[src/hdl/tcp_pair_buf.sv]
`timescale 1ns/1ps
`default_nettype none

// ----------------------------------------------------------------
// shared constants of the text command parser
// ----------------------------------------------------------------
package tcp_pkg;
  // characters, compared after case folding
  localparam logic [7:0] CH_LF = 8'h0A;
  localparam logic [7:0] CH_SP = 8'h20;
  localparam logic [7:0] CH_Q = 8'h3F;
  localparam logic [7:0] CH_DOT = 8'h2E;
  localparam logic [7:0] CH_0 = 8'h30;
  localparam logic [7:0] CH_9 = 8'h39;
  localparam logic [7:0] CH_LA = 8'h61;
  localparam logic [7:0] CH_LZ = 8'h7A;
  localparam logic [7:0] CASE_BIT = 8'h20;
  // header store and parameter limits
  localparam int HDR_W = 80;
  localparam logic [3:0] HDR_CHARS = 4'hA;
  localparam logic [3:0] PARAM_MAX = 4'hA;
  localparam logic [HDR_W-1:0] HDR_VOLT = ":VOLT";
  localparam logic [HDR_W-1:0] HDR_VOLT_A = ":VOLT:A";
  localparam logic [HDR_W-1:0] HDR_VOLT_B = ":VOLT:B";
  localparam logic [HDR_W-1:0] HDR_CURR = ":CURR";
  localparam logic [HDR_W-1:0] HDR_CURR_A = ":CURR:A";
  localparam logic [HDR_W-1:0] HDR_CURR_B = ":CURR:B";
  localparam logic [HDR_W-1:0] HDR_ADDR = ":ADDR";
  // system addresses
  localparam logic [4:0] ADDR_MASTER = 5'h01;
  localparam logic [4:0] ADDR_MAX = 5'h1E;
  // values are held in hundredths
  localparam logic [13:0] INT_LIMIT = 14'h03E8;
  localparam logic [16:0] CENTI_PER_UNIT = 17'h00064;
  localparam logic [16:0] CENTI_PER_TENTH = 17'h0000A;
  localparam logic [16:0] CENTI_MAX = 17'h1869F;
  localparam logic [3:0] ROUND_DIGIT = 4'h5;
  // reply symbol positions: d d d . d d LF
  localparam logic [2:0] RP_UNITS = 3'h2;
  localparam logic [2:0] RP_DOT = 3'h3;
  localparam logic [2:0] RP_LAST = 3'h6;
  // synchronised pin bits
  localparam int SY_CTS = 0;
  localparam int SY_DUAL = 1;
  localparam int SY_SEQ = 2;
  localparam int SY_TRACK = 3;
  localparam int SY_EXT = 4;
  localparam int SY_W = 5;

  typedef enum logic [1:0] {ITEM_NONE, ITEM_VOLT, ITEM_CURR, ITEM_ADDR} tcp_item_t;
  typedef enum logic [1:0] {CHAN_NONE, CHAN_A, CHAN_B} tcp_chan_t;
endpackage

// ----------------------------------------------------------------
// two-entry buffer: output stage plus one skid entry
// ----------------------------------------------------------------
module tcp_pair_buf (
  input wire logic sys_clk_i,
  input wire logic reset_i,
  input wire logic [7:0] in_data_i,
  input wire logic in_valid_i,
  output logic in_ready_o,
  output logic [7:0] out_data_o,
  output logic out_valid_o,
  input wire logic out_ready_i
);
  logic [7:0] out_data_reg;
  logic out_valid_reg;
  logic [7:0] skid_data_reg;
  logic skid_valid_reg;
  logic load_out;
  logic in_fire;

  // ready depends only on a flop, so no path from out to in
  assign in_ready_o = !skid_valid_reg;
  assign in_fire = in_valid_i && !skid_valid_reg;
  assign load_out = !out_valid_reg || out_ready_i;
  assign out_data_o = out_data_reg;
  assign out_valid_o = out_valid_reg;

  // refill output from skid first to keep byte order
  always_ff @(posedge sys_clk_i or posedge reset_i) begin
    if (reset_i) begin
      out_valid_reg <= 1'b0;
      out_data_reg <= 8'h00;
      skid_valid_reg <= 1'b0;
      skid_data_reg <= 8'h00;
    end else if (load_out) begin
      if (skid_valid_reg) begin
        out_data_reg <= skid_data_reg;
        out_valid_reg <= 1'b1;
        skid_valid_reg <= 1'b0;
      end else begin
        out_data_reg <= in_data_i;
        out_valid_reg <= in_fire;
      end
    end else if (in_fire) begin
      skid_data_reg <= in_data_i;
      skid_valid_reg <= 1'b1;
    end
  end
endmodule // tcp_pair_buf

`default_nettype wire

[src/hdl/tcp_text_cmd_parser.sv]
`timescale 1ns/1ps
`default_nettype none

// Behaviour
// - a line acts only once its line_terminator byte has arrived
// - parameter characters past the tenth are ignored
// - integer_parameter_form and decimal_parameter_form give one value form
// - fraction finer than hundredths is rounded half up
// - replies hold only the value and a terminator
// - header letters match regardless of case
// - address command picks target; other lines forwarded while slave selected
// - target is address one (master) after reset
// - suffix A picks output_channel_one, B output_channel_two
// - channel suffix on single-channel unit is rejected with error
// - settings conflicting with sequence, tracking or external control fail
// - transmission stops while partner drops its handshake
// - handshake held off while a command executes or replies
// - system address accepted only from one to thirty
module tcp_text_cmd_parser import tcp_pkg::*; (
  input wire logic sys_clk_i,
  input wire logic reset_i,
  input wire logic [7:0] rx_data_i,
  input wire logic rx_valid_i,
  output logic rx_ready_o,
  output logic rts_o,
  output logic [7:0] tx_data_o,
  output logic tx_valid_o,
  input wire logic tx_ready_i,
  input wire logic cts_i,
  input wire logic dual_chan_i,
  input wire logic seq_active_i,
  input wire logic track_active_i,
  input wire logic ext_active_i,
  output logic set_valid_o,
  output tcp_item_t set_item_o,
  output logic set_chan_o,
  output logic [16:0] set_value_o,
  output logic [4:0] addr_o,
  output logic err_o,
  output logic [7:0] fwd_data_o,
  output logic fwd_valid_o
);
  typedef enum logic [2:0] {S_HDR, S_PARAM, S_QTAIL, S_EXEC, S_REPLY} tcp_state_t;

  // ----------------------------------------------------------------
  // declarations
  // ----------------------------------------------------------------
  tcp_state_t state_reg, state_next;
  logic [SY_W-1:0] sync_a_reg, sync_b_reg;
  logic rx_ready_reg, rx_take;
  logic [7:0] ch;
  logic [HDR_W-1:0] hdr_reg;
  logic [3:0] hdr_len_reg, pcount_reg;
  logic hdr_long_reg, query_reg;
  logic [13:0] int_reg;
  logic [3:0] frac_reg [3];
  logic [1:0] nfrac_reg;
  logic has_dot_reg, has_digit_reg, bad_reg, over_reg;
  logic [16:0] vset_reg [2];
  logic [16:0] cset_reg [2];
  logic [4:0] addr_reg;
  tcp_item_t item;
  tcp_chan_t chan;
  logic is_master, num_ok, ch_idx, is_digit;
  logic [16:0] centi;
  logic exec_err, exec_set, do_reply, addr_load;
  logic set_valid_reg, set_chan_reg, err_reg;
  tcp_item_t set_item_reg;
  logic [16:0] set_value_reg;
  logic [2:0] rp_idx_reg;
  logic [16:0] rp_rem_reg, rp_w;
  logic [3:0] rp_dig_reg;
  logic rp_lead_reg, rp_digpos, rp_step, rp_skip;
  logic push_valid, push_fire, buf_in_ready, buf_valid, buf_pull;
  logic [7:0] push_data, buf_data, tx_data_reg, fwd_data_reg;
  logic tx_valid_reg, fwd_valid_reg;
  logic cts_s, dual_s, seq_s, track_s, ext_s;

  // ----------------------------------------------------------------
  // helpers
  // ----------------------------------------------------------------
  function automatic logic [7:0] upcase(input logic [7:0] c);
    upcase = (c >= CH_LA && c <= CH_LZ) ? (c & ~CASE_BIT) : c;
  endfunction

  function automatic tcp_item_t hdr_item(input logic [HDR_W-1:0] h);
    if (h == HDR_VOLT || h == HDR_VOLT_A || h == HDR_VOLT_B)
      hdr_item = ITEM_VOLT;
    else if (h == HDR_CURR || h == HDR_CURR_A || h == HDR_CURR_B)
      hdr_item = ITEM_CURR;
    else if (h == HDR_ADDR)
      hdr_item = ITEM_ADDR;
    else
      hdr_item = ITEM_NONE;
  endfunction

  function automatic tcp_chan_t hdr_chan(input logic [HDR_W-1:0] h);
    if (h == HDR_VOLT_A || h == HDR_CURR_A)
      hdr_chan = CHAN_A;
    else if (h == HDR_VOLT_B || h == HDR_CURR_B)
      hdr_chan = CHAN_B;
    else
      hdr_chan = CHAN_NONE;
  endfunction

  // weight of each reply digit position in hundredths
  function automatic logic [16:0] rp_weight(input logic [2:0] idx);
    case (idx)
      3'h0: rp_weight = CENTI_PER_UNIT * CENTI_PER_UNIT;
      3'h1: rp_weight = CENTI_PER_UNIT * CENTI_PER_TENTH;
      3'h2: rp_weight = CENTI_PER_UNIT;
      3'h4: rp_weight = CENTI_PER_TENTH;
      default: rp_weight = 17'h00001;
    endcase
  endfunction

  // ----------------------------------------------------------------
  // pin synchronisers and receive handshake
  // ----------------------------------------------------------------
  always_ff @(posedge sys_clk_i or posedge reset_i) begin
    if (reset_i) begin
      sync_a_reg <= '0;
      sync_b_reg <= '0;
    end else begin
      sync_a_reg <= {ext_active_i, track_active_i, seq_active_i,
                     dual_chan_i, cts_i};
      sync_b_reg <= sync_a_reg;
    end
  end
  assign cts_s = sync_b_reg[SY_CTS];
  assign dual_s = sync_b_reg[SY_DUAL];
  assign seq_s = sync_b_reg[SY_SEQ];
  assign track_s = sync_b_reg[SY_TRACK];
  assign ext_s = sync_b_reg[SY_EXT];

  // host held off from the terminator until the reply is queued
  always_ff @(posedge sys_clk_i or posedge reset_i) begin
    if (reset_i)
      rx_ready_reg <= 1'b0;
    else
      rx_ready_reg <= (state_next == S_HDR || state_next == S_PARAM ||
                       state_next == S_QTAIL);
  end
  assign rx_take = rx_valid_i && rx_ready_reg;
  assign ch = upcase(rx_data_i);
  assign is_digit = ch >= CH_0 && ch <= CH_9;

  // ----------------------------------------------------------------
  // line state machine
  // ----------------------------------------------------------------
  always_comb begin
    state_next = state_reg;
    case (state_reg)
      S_HDR: begin
        if (rx_take && ch == CH_LF)
          state_next = S_EXEC;
        else if (rx_take && ch == CH_SP)
          state_next = S_PARAM;
        else if (rx_take && ch == CH_Q)
          state_next = S_QTAIL;
      end
      S_PARAM, S_QTAIL: begin
        if (rx_take && ch == CH_LF)
          state_next = S_EXEC;
      end
      S_EXEC: state_next = do_reply ? S_REPLY : S_HDR;
      S_REPLY: begin
        if (push_fire && rp_idx_reg == RP_LAST)
          state_next = S_HDR;
      end
      default: state_next = S_HDR;
    endcase
  end

  always_ff @(posedge sys_clk_i or posedge reset_i) begin
    if (reset_i)
      state_reg <= S_HDR;
    else
      state_reg <= state_next;
  end

  // header collection; overlong headers never match
  always_ff @(posedge sys_clk_i or posedge reset_i) begin
    if (reset_i) begin
      hdr_reg <= '0;
      hdr_len_reg <= 4'h0;
      hdr_long_reg <= 1'b0;
      query_reg <= 1'b0;
    end else if (state_reg == S_EXEC) begin
      hdr_reg <= '0;
      hdr_len_reg <= 4'h0;
      hdr_long_reg <= 1'b0;
      query_reg <= 1'b0;
    end else if (state_reg == S_HDR && rx_take && ch != CH_LF &&
                 ch != CH_SP) begin
      if (ch == CH_Q)
        query_reg <= 1'b1;
      else if (hdr_len_reg < HDR_CHARS) begin
        hdr_reg <= {hdr_reg[HDR_W-9:0], ch};
        hdr_len_reg <= hdr_len_reg + 4'h1;
      end else
        hdr_long_reg <= 1'b1;
    end
  end

  // parameter digits, both number forms into one value
  always_ff @(posedge sys_clk_i or posedge reset_i) begin
    if (reset_i) begin
      pcount_reg <= 4'h0;
      int_reg <= 14'h0000;
      frac_reg <= '{default: 4'h0};
      nfrac_reg <= 2'h0;
      has_dot_reg <= 1'b0;
      has_digit_reg <= 1'b0;
      bad_reg <= 1'b0;
      over_reg <= 1'b0;
    end else if (state_reg == S_EXEC) begin
      pcount_reg <= 4'h0;
      int_reg <= 14'h0000;
      frac_reg <= '{default: 4'h0};
      nfrac_reg <= 2'h0;
      has_dot_reg <= 1'b0;
      has_digit_reg <= 1'b0;
      bad_reg <= 1'b0;
      over_reg <= 1'b0;
    end else if (state_reg == S_QTAIL && rx_take && ch != CH_LF) begin
      bad_reg <= 1'b1;
    end else if (state_reg == S_PARAM && rx_take && ch != CH_LF &&
                 ch != CH_SP && pcount_reg < PARAM_MAX) begin
      pcount_reg <= pcount_reg + 4'h1;
      if (is_digit) begin
        has_digit_reg <= 1'b1;
        if (!has_dot_reg) begin
          if (!over_reg)
            int_reg <= 14'(int_reg * 14'h000A) + 14'(ch - CH_0);
          if (14'(int_reg * 14'h000A) + 14'(ch - CH_0) >= INT_LIMIT)
            over_reg <= 1'b1;
        end else if (nfrac_reg < 2'h3) begin
          frac_reg[nfrac_reg] <= 4'(ch - CH_0);
          nfrac_reg <= nfrac_reg + 2'h1;
        end
      end else if (ch == CH_DOT && !has_dot_reg)
        has_dot_reg <= 1'b1;
      else
        bad_reg <= 1'b1;
    end
  end

  // ----------------------------------------------------------------
  // execution decision
  // ----------------------------------------------------------------
  // third fraction digit rounds the hundredths half up
  assign centi = 17'({3'h0, int_reg} * CENTI_PER_UNIT) +
                 17'({13'h0000, frac_reg[0]} * CENTI_PER_TENTH) +
                 {13'h0000, frac_reg[1]} +
                 {16'h0000, frac_reg[2] >= ROUND_DIGIT};
  assign item = hdr_item(hdr_reg);
  assign chan = hdr_chan(hdr_reg);
  assign is_master = addr_reg == ADDR_MASTER;
  assign num_ok = has_digit_reg && !bad_reg && !over_reg;
  assign ch_idx = chan == CHAN_B;
  assign addr_load = state_reg == S_EXEC && item == ITEM_ADDR && exec_set;

  always_comb begin
    exec_err = 1'b0;
    exec_set = 1'b0;
    do_reply = 1'b0;
    if (!is_master && item != ITEM_ADDR) begin
      exec_err = 1'b0; // line went to the selected slave
    end else if (hdr_long_reg || item == ITEM_NONE) begin
      exec_err = 1'b1;
    end else if (item == ITEM_ADDR) begin
      if (query_reg || !num_ok || has_dot_reg || int_reg == 14'h0000 ||
          int_reg > {9'h000, ADDR_MAX})
        exec_err = 1'b1;
      else
        exec_set = 1'b1;
    end else if (dual_s != (chan != CHAN_NONE)) begin
      exec_err = 1'b1;
    end else if (query_reg) begin
      exec_err = bad_reg;
      do_reply = !bad_reg;
    end else if (!num_ok || centi > CENTI_MAX) begin
      exec_err = 1'b1;
    end else if (seq_s || ext_s || (track_s && ch_idx)) begin
      exec_err = 1'b1;
    end else begin
      exec_set = 1'b1;
    end
  end

  // stored settings; tracking copies channel one onto channel two
  always_ff @(posedge sys_clk_i or posedge reset_i) begin
    if (reset_i) begin
      vset_reg <= '{default: 17'h00000};
      cset_reg <= '{default: 17'h00000};
      addr_reg <= ADDR_MASTER;
    end else if (state_reg == S_EXEC && exec_set) begin
      if (item == ITEM_ADDR)
        addr_reg <= int_reg[4:0];
      if (item == ITEM_VOLT) begin
        vset_reg[ch_idx] <= centi;
        if (track_s)
          vset_reg[1] <= centi;
      end
      if (item == ITEM_CURR) begin
        cset_reg[ch_idx] <= centi;
        if (track_s)
          cset_reg[1] <= centi;
      end
    end
  end

  // one-cycle result pulses toward the supply logic
  always_ff @(posedge sys_clk_i or posedge reset_i) begin
    if (reset_i) begin
      set_valid_reg <= 1'b0;
      set_item_reg <= ITEM_NONE;
      set_chan_reg <= 1'b0;
      set_value_reg <= 17'h00000;
      err_reg <= 1'b0;
    end else begin
      set_valid_reg <= state_reg == S_EXEC && exec_set;
      err_reg <= state_reg == S_EXEC && exec_err;
      if (state_reg == S_EXEC && exec_set) begin
        set_item_reg <= item;
        set_chan_reg <= ch_idx;
        set_value_reg <= centi;
      end
    end
  end

  // bytes seen while a slave is selected go out on the local bus
  always_ff @(posedge sys_clk_i or posedge reset_i) begin
    if (reset_i) begin
      fwd_valid_reg <= 1'b0;
      fwd_data_reg <= 8'h00;
    end else begin
      fwd_valid_reg <= rx_take && !is_master;
      if (rx_take)
        fwd_data_reg <= rx_data_i;
    end
  end

  // ----------------------------------------------------------------
  // reply formatter: value only, no header
  // ----------------------------------------------------------------
  assign rp_w = rp_weight(rp_idx_reg);
  assign rp_digpos = rp_idx_reg != RP_DOT && rp_idx_reg != RP_LAST;
  assign rp_step = state_reg == S_REPLY && rp_digpos && rp_rem_reg >= rp_w;
  assign rp_skip = state_reg == S_REPLY && rp_digpos && !rp_step &&
                   rp_lead_reg && rp_dig_reg == 4'h0 &&
                   rp_idx_reg < RP_UNITS;

  always_comb begin
    push_valid = state_reg == S_REPLY && !rp_step && !rp_skip;
    if (rp_idx_reg == RP_DOT)
      push_data = CH_DOT;
    else if (rp_idx_reg == RP_LAST)
      push_data = CH_LF;
    else
      push_data = CH_0 + {4'h0, rp_dig_reg};
  end
  assign push_fire = push_valid && buf_in_ready;

  // digit by repeated subtraction; slow but tiny
  always_ff @(posedge sys_clk_i or posedge reset_i) begin
    if (reset_i) begin
      rp_idx_reg <= 3'h0;
      rp_rem_reg <= 17'h00000;
      rp_dig_reg <= 4'h0;
      rp_lead_reg <= 1'b1;
    end else if (state_reg == S_EXEC) begin
      rp_idx_reg <= 3'h0;
      rp_rem_reg <= (item == ITEM_VOLT) ? vset_reg[ch_idx]
                                        : cset_reg[ch_idx];
      rp_dig_reg <= 4'h0;
      rp_lead_reg <= 1'b1;
    end else if (rp_step) begin
      rp_rem_reg <= rp_rem_reg - rp_w;
      rp_dig_reg <= rp_dig_reg + 4'h1;
    end else if (rp_skip || push_fire) begin
      rp_idx_reg <= rp_idx_reg + 3'h1;
      rp_dig_reg <= 4'h0;
      if (push_fire && rp_digpos)
        rp_lead_reg <= 1'b0;
    end
  end

  tcp_pair_buf u_buf (
    .sys_clk_i(sys_clk_i),
    .reset_i(reset_i),
    .in_data_i(push_data),
    .in_valid_i(push_valid),
    .in_ready_o(buf_in_ready),
    .out_data_o(buf_data),
    .out_valid_o(buf_valid),
    .out_ready_i(buf_pull)
  );

  // a byte already offered finishes; no new one while cts is low
  assign buf_pull = cts_s && (!tx_valid_reg || tx_ready_i);
  always_ff @(posedge sys_clk_i or posedge reset_i) begin
    if (reset_i) begin
      tx_valid_reg <= 1'b0;
      tx_data_reg <= 8'h00;
    end else if (buf_valid && buf_pull) begin
      tx_valid_reg <= 1'b1;
      tx_data_reg <= buf_data;
    end else if (tx_ready_i)
      tx_valid_reg <= 1'b0;
  end

  // ----------------------------------------------------------------
  // outputs
  // ----------------------------------------------------------------
  assign rx_ready_o = rx_ready_reg;
  assign rts_o = rx_ready_reg;
  assign tx_data_o = tx_data_reg;
  assign tx_valid_o = tx_valid_reg;
  assign set_valid_o = set_valid_reg;
  assign set_item_o = set_item_reg;
  assign set_chan_o = set_chan_reg;
  assign set_value_o = set_value_reg;
  assign addr_o = addr_reg;
  assign err_o = err_reg;
  assign fwd_data_o = fwd_data_reg;
  assign fwd_valid_o = fwd_valid_reg;
endmodule // tcp_text_cmd_parser

`default_nettype wire

[config.mk]
export PLATFORM = sky130hd
export DESIGN_NAME = tcp_text_cmd_parser
export DESIGN_NICKNAME = d
export VERILOG_FILES = /design/src/hdl/tcp_pair_buf.sv /design/src/hdl/tcp_text_cmd_parser.sv
export SDC_FILE = /design/constraint.sdc
export NUM_CORES = 1
export LEC_CHECK = 0
export ABC_CLOCK_PERIOD_IN_PS = 12300
export BUFFER_PORTS_ARGS = -buffer_cell sky130_fd_sc_hd__buf_2
export CAP_MARGIN = 40
export CORE_UTILIZATION = 42
export CTS_BUF_LIST = sky130_fd_sc_hd__clkbuf_4 sky130_fd_sc_hd__clkbuf_8
export DETAILED_ROUTE_END_ITERATION = 8
export GPL_ROUTABILITY_DRIVEN = 0
export GPL_TIMING_DRIVEN = 0
export PLACE_DENSITY = 0.69
export SLEW_MARGIN = 20
export SYNTH_ARGS = -nofsm -noshare
export SYNTH_HDL_FRONTEND = slang
export SYNTH_SLANG_ARGS = --single-unit
[constraint.sdc]
create_clock -name sys_clk_i -period 12.3 [get_ports sys_clk_i]
set_clock_uncertainty 0.2 [all_clocks]
set_input_delay 3.69 -clock sys_clk_i [delete_from_list [all_inputs] [get_ports sys_clk_i]]
set_output_delay 3.69 -clock sys_clk_i [all_outputs]
set_load 0.005 [all_outputs]
**After elaboration in Yosys (flattened, before gate mapping)**

Cells that the tools add are included.

- Order comparisons: 17
- Mux-type cells: 127
- Equal/unequal tests: 42
- $mul: 3
- $add $sub $neg: 13
- Reductions and logical operators: 108
- Bitwise logic cells: 3

Operators with widths:

| cell | count |
|---|---|
| equality test 80 x 54 -> 1 bit, second input constant | 4 |
| 2-to-1 mux 80 bit | 4 |
| equality test 80 x 38 -> 1 bit, second input constant | 3 |
| 2-to-1 mux 17 bit | 12 |
| 2-to-1 mux 14 bit | 6 |
| 2-to-1 mux 12 bit | 6 |
| bitwise mux 34 bit | 2 |
| 2-to-1 mux 1 bit | 57 |
| one-hot mux 14 bit (4 select lines) | 1 |
| 2-to-1 mux 4 bit | 11 |
| logical AND 1 bit | 39 |
| nonzero test 2 bit | 15 |
| 2-to-1 mux 3 bit | 9 |
| equality test 8 x 6 -> 1 bit, second input constant | 3 |
| 2-to-1 mux 2 bit | 11 |
| logical OR 1 bit | 19 |
| adder 17 x 1 -> 17 bit | 1 |
| adder 17 x 4 -> 17 bit | 1 |
| adder 17 x 8 -> 17 bit | 1 |
| demux 17 bit (select 1 bit) | 1 |
| >= comparator 17 bit | 1 |
| greater-than comparator 17 bit, second input constant | 1 |
| subtractor 17 bit | 1 |
| equality test 3 x 2 -> 1 bit, second input constant | 5 |
| 58 further kinds | 99 |

- Register bits: 292
- Output and inout port bits: 47

**Depth between registers and ports, before layout**

Gate-level depths: netlist of the first run.

- Word-level depth: 18
- Depth in mapped cells: 21

**Hierarchy**

Synthesis of the first run repeated with hierarchy kept, for this count alone.

- Cell total of the unflattened synthesis: 1731
- Area, all modules: 17192.7 µm²

By module, submodules not included:

| module | times used | sequential area each (µm²) | area each (µm²) | cells an instance |
|---|---|---|---|---|
| tcp_text_cmd_parser | 1 | 6859.1 | 16339.4 | 1679 |
| tcp_pair_buf | 1 | 450.4 | 853.3 | 52 |

**Worst setup path before layout of the first run**

No wires, ideal clock.

- Path kind: input to register
- Start: in rx_data_i[2]
- End: reg int_reg[1]
- Buffers on the path: 3
- Path slack: 5.009 ns
- Data arrival time: 6.961 ns
- Cell stages on the path: 17
- Setup time: 0.130 ns
- Cell sequence: clkbuf_1 -> or3_1 -> nor3_1 -> o41a_1 -> inv_1 -> ha_1 -> nor2b_1 -> nand4_1 -> nand3_1 -> nor3_1 -> nand4b_1 -> a2111o_1 -> or2_2 -> clkbuf_1 -> clkbuf_1 -> nand3_1 -> o21ai_0

- Cells in the longest elaborated chain, start to end: 9
- Elaborated cells between the ends (all ways): 17

Ends and longest elaborated chain:

| what | line | source |
|---|---|---|
| start, declared | tcp_text_cmd_parser.sv:22 | `input wire logic [7:0] rx_data_i,` |
| >= comparator 8 x 7 -> 1 bit or less-or-equal comparator 8 x 7 -> 1 bit (tied branches) | tcp_text_cmd_parser.sv:83 | `upcase = (c >= CH_LA && c <= CH_LZ) ? (c & ~CASE_BIT) : c;` |
| logical AND 1 bit | tcp_text_cmd_parser.sv:83 |  |
| 2-to-1 mux 6 bit (*) | tcp_text_cmd_parser.sv:83 |  |
| branches (longest 5 deep; another with >= comparator 8 x 6 -> 1 bit) | -- |  |
| AND reduction 5 bit (no line) (*) | -- |  |
| end signal, assigned | tcp_text_cmd_parser.sv:235 | `int_reg <= 14'(int_reg * 14'h000A) + 14'(ch - CH_0);` |
| end, declared | tcp_text_cmd_parser.sv:55 | `logic [13:0] int_reg;` |

Mark *: on every way between the ends.
A chain may end at the register's enable or synchronous reset.

**Final worst setup path of the first run**

- Start: in rx_data_i[2]
- End: reg int_reg[2]

- Cells in the longest elaborated chain, start to end: 9
- Elaborated cells between the ends (all ways): 25

Ends and longest elaborated chain:

| what | line |
|---|---|
| 2-to-1 mux 6 bit (*) | tcp_text_cmd_parser.sv:83 |
| subtractor 8 x 6 -> 9 bit or logical AND 1 bit (tied branches) | tcp_text_cmd_parser.sv:235, tcp_text_cmd_parser.sv:83 |
| adder 14 bit or 2-to-1 mux 6 bit (tied branches) | tcp_text_cmd_parser.sv:235, tcp_text_cmd_parser.sv:83 |
| 2-to-1 mux 14 bit or != test 8 x 4 -> 1 bit (tied branches) | tcp_text_cmd_parser.sv:234, tcp_text_cmd_parser.sv:226, tcp_text_cmd_parser.sv:228 |
| 2-to-1 mux 14 bit or logical AND 1 bit (tied branches) | tcp_text_cmd_parser.sv:233, tcp_text_cmd_parser.sv:228 |
| 2-to-1 mux 14 bit or logical AND 1 bit (tied branches) | tcp_text_cmd_parser.sv:231, tcp_text_cmd_parser.sv:228 |
| 2-to-1 mux 14 bit or logical AND 1 bit (tied branches) | tcp_text_cmd_parser.sv:228, tcp_text_cmd_parser.sv:229 |
| 2-to-1 mux 14 bit or nonzero test 2 bit (tied branches) | -- |
| 2-to-1 mux 14 bit or AND reduction 5 bit (tied branches) | -- |

Mark *: on every way between the ends. The rest lies on a longest branch, timed or not. The select of a mux whose other input is x is not followed.

==> results of run 1 <==
## power breakdown
part | total (mW) | switching (mW) | internal (mW)
clock network | 0.927 | 0.409 | 0.518
registers | 1.25 | 0.160 | 1.09
logic | 0.712 | 0.439 | 0.273
total | 2.89 | 1.01 | 1.88
## worst max-delay path by stage
| stage | slack, ns | start | cells past startpoint | end |
|---|---|---|---|---|
| after floorplan | 0.52 | reset_i | 1 | addr_o[1] |
| after global placement | -2.48 | reset_i | 2 | int_reg[11] |
| after detailed placement | 4.00 | rx_data_i[2] | 18 | int_reg[2] |
| after CTS | 4.66 | rx_data_i[2] | 18 | int_reg[2] |
| after global routing | 4.36 | rx_data_i[2] | 18 | int_reg[2] |
| final | 4.61 | rx_data_i[2] | 18 | int_reg[2] |
## cells in the final DEF, fill, tap and decap left out, types with 5 or more instances in the layout
master and count:
mux2_4 18, o21bai_1 5, inv_1 101, o211ai_1 10, buf_1 9, or4_1 9, xnor2_1 49, nand2_1 269
and3_1 11, or2_2 9, nor2b_1 19, fa_1 16, clkbuf_1 56, or3_1 13, nand4_1 20, buf_2 64
ha_1 118, a2111oi_0 8, dfrtp_1 284, a21o_1 12, o22ai_1 6, nor4_1 22, nor3b_1 7, mux2_2 83
a31oi_1 16, nor4b_1 6, nand3_1 99, and2_1 14, o21a_1 5, a211oi_1 16, a21oi_1 104, buf_6 6
clkbuf_8 65, nor2_1 91, nor3_1 26, nand2b_1 20, o21ai_0 67, xor2_1 15, mux2i_1 30, clkbuf_4 14
## layout make-up
class                      instances  area (sq um)  share of cell area, %
tap                              525           657                   3.45
clock buffer                      79          1000                   5.26
buffer                            77           357                   1.87
inverter                         102           390                   2.05
sequential                       286          7160                   37.6
multi-input combinational       1286          8950                   47.1
clock inverter                     8          73.8                  0.388
timing repair buffer              68           433                   2.28
## routing by layer
layer / share of wire (%) / GRT usage [%]
met2: 48 / 34.8
met4: 3.5 / 8.94
met5: 0 / 0
met1: 44 / 26.5
met3: 5.2 / 3.40
## metrics by stage
step                utilization (%)  instances
detailed placement             45.3       2343
finish                         48.0       2431
global placement               44.9       2335
floorplan                         -       1751
CTS                            48.0       2430
global route                   48.0       2431
## worst max-delay path, cell delays in order
cell and delay, ns:
buf_2 0.13, clkbuf_1 0.27, or3_1 0.49, nor3_1 0.15, o41a_1 0.25, inv_1 0.13, ha_1 0.19, nor2b_1 0.12
nand4_1 0.16, nand3_1 0.13, nor3_1 0.29, nand4b_1 0.40, a2111o_1 0.57, or2_2 0.29, clkbuf_1 0.20, clkbuf_1 0.27
nand3_1 0.14, o21ai_0 0.09
## logic make-up (layout without fill, tap and decap cells)
family | count (synthesis) | in the layout | synth area share, %
multiplexers | 131 | 131 | 8.93
adder cells (fa/ha/maj) | 134 | 134 | 10.7
other | 1 | 2 | 0.0223
XOR/XNOR | 64 | 64 | 3.33
AND/OR/NAND/NOR | 660 | 660 | 19.0
flip-flops | 286 | 286 | 42.5
AO/OA/AOI/OAI | 295 | 295 | 11.2
buffers and inverters | 179 | 334 | 4.39
==> out/qor.txt, run 1 <==
Reg clk slew, reported paths - 0.06 ns
Yosys reg bits - 286
I/O Buffers - 59
Yosys top cell by area - dfrtp_1
Largest net degree at the start of global routing - 87
Iter 0 DRT Violations - 910
Most frequent cell after synthesis - dfrtp_1
H-tree lvl count - 2
Fillcell total - 3757
Wire per inst - 17.2 um
PnR Total Power - 2.89 mW
Post-DR vias/cell - 5.51
FFs w/ async S/R, synth - 100%
I/O pin count - 64
GRT Total Usage - 20.8%
First-pass GRT wire length - 69000 um
Hold WC Path Type - flop to flop
Area growth from synthesis to layout - 12.9%
CP endpoint kind - flop
Clock sink count - 286
Final worst slack - 4.61 ns
Final setup viols - 0
Final hold violation count - 0
Period utilisation layout - 62.5%
CP Data Arrival Time - 7.97 ns
FF-to-FF Start - int_reg[1]
Max Slew Vio Count - 0
Remaining Overflow, GRT - 0
R2r endpoint - vset_reg[20]
Via count - 13400
Max-cap violations - 0
Top post-synthesis cells by area - dfrtp_1, ha_1, nand2_1
Status - complete, no violations
Syn_area_per_cell - 9.63 sq um
Synth warn - 0
Leakage - 9.15 nW
Antenna Nets Post-Route - 0
# diodes - 0
Mapped Cells - 1750
Yosys cell types - 80
Core area - 39600 sq um
Synthesized cell area - 16800 sq um
Worst skew pair latency - 0.65 ns
Starting Density - 42.5%
Vias in the first global route - 13600
Period minus WS final - 7.69 ns
Share of cells above drive strength 1 - 15.3%
Register area share after synthesis - 42.5%
Post-cts sizing count - 0
Hold depth - 0
Post-DP Area - 17900 sq um
Nets - 2022
CTS tree - yes
Hold slack - 0.139 ns
Initial antenna violation count - 0
RSZ-0062 raised after global routing - no
Worst-margin pin slew - 0.868 ns
Synth cell count leaders - dfrtp_1, nand2_1, ha_1
CTS root buffer - clkbuf_8
Setup TNS - 0 ns
Number of detailed-route iterations in the first pass - 5
Max FFs per register - 80
Cts hold-fix bufs - 0
Crit Path Max Fanout - 10
Die area - 40900 sq um
Crit path kind - input port to flop
Pwr/cell area - 152 nW/um^2
Die height - 202 um
Clk buf depth - 3
Crit path launch type - input port
Slew headroom - 41.3%
Share of the synthesized area in the top cell type - 42.2%
Post-synth top flop - dfrtp_1
WP data required - 12.58 ns
Post-detail-place hpwl - 30900 um
Total CTS buffers - 50
Hold wc startpoint - sync_a_reg[0]
FF-to-FF setup slack - 5.66 ns
Std-Cell Rows - 73
Post-Layout Inst Area - 19000 sq um
Residual DRC - 0
Die X - 202 um
R2r worst-path depth - 21
Post-synth EDFFs - 0
Post-CTS setup buffers - 0
Fmax - 130 MHz
Pre-CTS setup slack - 4.00 ns
Final wirelength - 41700 um
Maximum VDD drop - 92.5 uV
Worst Hold End - sync_b_reg[0]
(Power assumes the default switching activity.)
==> run 2: changes to the inputs <==
--- a/config.mk
+++ b/config.mk
@@ -5,7 +5,8 @@
 export SDC_FILE = /design/constraint.sdc
 export NUM_CORES = 1
 export LEC_CHECK = 0
-export ABC_CLOCK_PERIOD_IN_PS = 12300
+export ABC_AREA = 1
+export ABC_CLOCK_PERIOD_IN_PS = 6850
 export BUFFER_PORTS_ARGS = -buffer_cell sky130_fd_sc_hd__buf_2
 export CAP_MARGIN = 40
 export CORE_UTILIZATION = 42
==> constraint.sdc (replaced) <==
create_clock -name sys_clk_i -period 6.85 [get_ports sys_clk_i]
set_clock_uncertainty 0.2 [all_clocks]
set_input_delay 2.055 -clock sys_clk_i [delete_from_list [all_inputs] [get_ports sys_clk_i]]
set_output_delay 2.055 -clock sys_clk_i [all_outputs]
set_load 0.005 [all_outputs]
==> run 2 against run 1 <==
  * Non-clock buffer count fell by 10
  * Clock power grew 78%
  * Final area increased by 2.5%
  * Sequential power up 42%
  * Sequential share of layout area is 0.93 points lower
  * Synthesized area is 2.6% higher
==> out/qor.txt, run 2 <==
Std-Cell Rows - 73 (unchanged)
Die height - 205 um (+1.3%)
Maximum VDD drop - 150 uV (+62%)
Max FFs per register - 80 (unchanged)
FFs w/ async S/R, synth - 100% (unchanged)
WP data required - 7.16 ns (-5.42 ns)
I/O Buffers - 61 (+3.4%)
GRT Total Usage - 22.5% (+1.7 points)
Status - complete, no violations
Slew headroom - 54.9% (+14 points)
Initial antenna violation count - 1 (+1)
Post-synth top flop - dfrtp_1
Mapped Cells - 2166 (+24%)
CP endpoint kind - flop
Crit Path Max Fanout - 10 (unchanged)
Max-cap violations - 0 (unchanged)
CP Data Arrival Time - 5.77 ns (-2.20 ns)
Leakage - 10.2 nW (+12%)
Wire per inst - 15.9 um (-7.4%)
Post-cts sizing count - 0 (unchanged)
Period utilisation layout - 79.8%
Remaining Overflow, GRT - 0 (unchanged)
Max incr delay on CP - 0.55 ns (-0.02 ns)
CTS tree - yes
Most frequent cells in the layout - nand2_1, inv_1, dfrtp_1
Final hold violation count - 0 (unchanged)
Yosys top cell by area - dfrtp_1
Reg clk slew, reported paths - 0.07 ns (about the same)
Clock sink count - 286 (unchanged)
Die X - 205 um (+1.3%)
Fillcell total - 3899 (+3.8%)
Total CTS buffers - 49 (-2.0%)
Iter 0 DRT Violations - 1010 (+11%)
Via count - 15000 (+12%)
Number of detailed-route iterations in the first pass - 5 (unchanged)
R2r worst-path depth - 28 (+33%)
Pwr/cell area - 214 nW/um^2 (+41%)
Final design utilization - 48.5% (+0.55 points)
Synth warn - 0 (unchanged)
Share of cells above drive strength 1 - 10.9% (-4.4 points)
First-pass GRT wire length - 75600 um (+9.6%)
Yosys reg bits - 286 (unchanged)
Top post-synthesis cells by area - dfrtp_1, nand2_1, ha_1
Clk buf depth - 3 (unchanged)
Post-Layout Inst Area - 19500 sq um (+2.5%)
Core area - 40200 sq um (+1.4%)
RSZ-0062 raised after global routing - no
Worst skew pair latency - 0.62 ns (-0.03 ns)
CTS root buffer - clkbuf_8
Post-detail-place hpwl - 34500 um (+12%)
Crit path launch type - flop
Setup TNS - 0 ns (unchanged)
Largest net degree at the start of global routing - 36 (-59%)
H-tree lvl count - 2 (unchanged)
CP max stage cell - dfrtp_1
Post-DP Area - 18500 sq um (+2.9%)
Post-synth EDFFs - 0 (unchanged)
Nets - 2440 (+21%)
Post-DR vias/cell - 5.26 (-4.5%)
Synthesized cell area - 17300 sq um (+2.6%)
Syn_area_per_cell - 7.98 sq um (-17%)
Hold slack - 0.147 ns (+0.00759 ns)
Commonest non-fill, non-tap cell in the layout - nand2_1
Max Slew Vio Count - 0 (unchanged)
Hold WC Path Type - flop to flop
Area growth from synthesis to layout - 12.8% (about the same)
Antenna Nets Post-Route - 0 (unchanged)
Period minus WS final - 5.47 ns
I/O pin count - 64 (unchanged)
Starting Density - 43.0% (+0.52 points)
Share of the synthesized area in the top cell type - 41.1% (-1.1 points)
Final wirelength - 45300 um (+8.7%)
Final setup viols - 0 (unchanged)
Synth cell count leaders - nand2_1, inv_1, dfrtp_1
Most frequent cell after synthesis - nand2_1
Hold depth - 0 (unchanged)
Crit path kind - flop to flop
Worst-margin pin slew - 0.676 ns (-0.192 ns)
Vias in the first global route - 15100 (+11%)
Cts hold-fix bufs - 0 (unchanged)
Fmax - 183 MHz
Die area - 42000 sq um (+2.6%)
Most frequent CP cell - nand2_1
PnR Total Power - 4.17 mW (+44%)
Register area share after synthesis - 41.4% (-1.1 points)
Yosys cell types - 60 (-25%)
Post-CTS setup buffers - 0 (unchanged)
Residual DRC - 0 (unchanged)
## run 2: cell count changes after synthesis, sizes merged, moves of 40 or more
cell | before | now
inv | 102 | 367
nand2 | 269 | 457
o21ai | 67 | 183
mux2 | 101 | 1
o22ai | 7 | 89
nor2 | 91 | 170
a21oi | 104 | 64
## run 2: power by group
part           switching (mW)  internal, mW
Clock                   0.724         0.922
Sequential             0.0363          1.74
Combinational           0.528         0.225
## run 2: layout make-up
class / count / area, sq um / area share (%)
flip-flops and latches: 286 / 7160 / 36.7
well taps: 525 / 657 / 3.37
multi-input cells: 1448 / 8410 / 43.1
clock buffers: 81 / 1000 / 5.14
inverters: 369 / 1390 / 7.12
clock inverters: 7 / 51.3 / 0.263
diodes: 1 / 2.50 / 0.0128
plain buffers: 64 / 343 / 1.76
repair buffers: 71 / 498 / 2.55
## run 2: worst paths after layout
kind | slack, ns | endpoint | startpoint
max | 1.38 | set_chan_o | int_reg[0]
min | 0.15 | sync_b_reg[2] | sync_a_reg[2]
max reg2reg | 1.38 | set_chan_o | int_reg[0]
min reg2reg | 0.15 | sync_b_reg[2] | sync_a_reg[2]
max in group asynchronous | 3.64 | addr_o[0] | reset_i
min in group asynchronous | 1.30 | hdr_reg[30] | reset_i
## run 2: routing by layer
layer / track usage, % / up-vias / part of all wire [%]
met5: 0 / - / 0
met4: 8.25 / 0 / 2.8
met3: 4.30 / 95 / 5.6
met2: 37.3 / 403 / 47
met1: 29.2 / 7155 / 45
li1: - / 7349 / -
## run 2: cell families (layout without fill, tap and decap cells)
logic type,after synthesis,after routing,synth area share (%)
AOI/OAI and AO/OA,407,407,13.8
xor gates and xnor gates,48,48,2.48
adders and majority gates,134,134,10.4
buffers and inverters,433,592,9.99
DFF,286,286,41.4
muxes,1,1,0.0651
other,1,3,0.0217
and+or+nand+nor,856,856,21.9
## run 2: metrics by stage
stage               instances  setup WS [ns]
global placement         2753         -0.907
CTS                      2851           1.32
detailed placement       2763           1.19
global route             2852          0.966
floorplan                2167          0.805
finish                   2852           1.38
## run 2: worst max-delay path: cells and delay by family (launching register included)
kind | cells | cell delay, ns
adder cells (fa/ha/maj) | 6 | 2.00
AND/OR/NAND/NOR | 12 | 1.18
buffers and inverters | 7 | 0.70
flip-flops | 1 | 0.55
XOR/XNOR | 1 | 0.44
AO/OA/AOI/OAI | 2 | 0.28
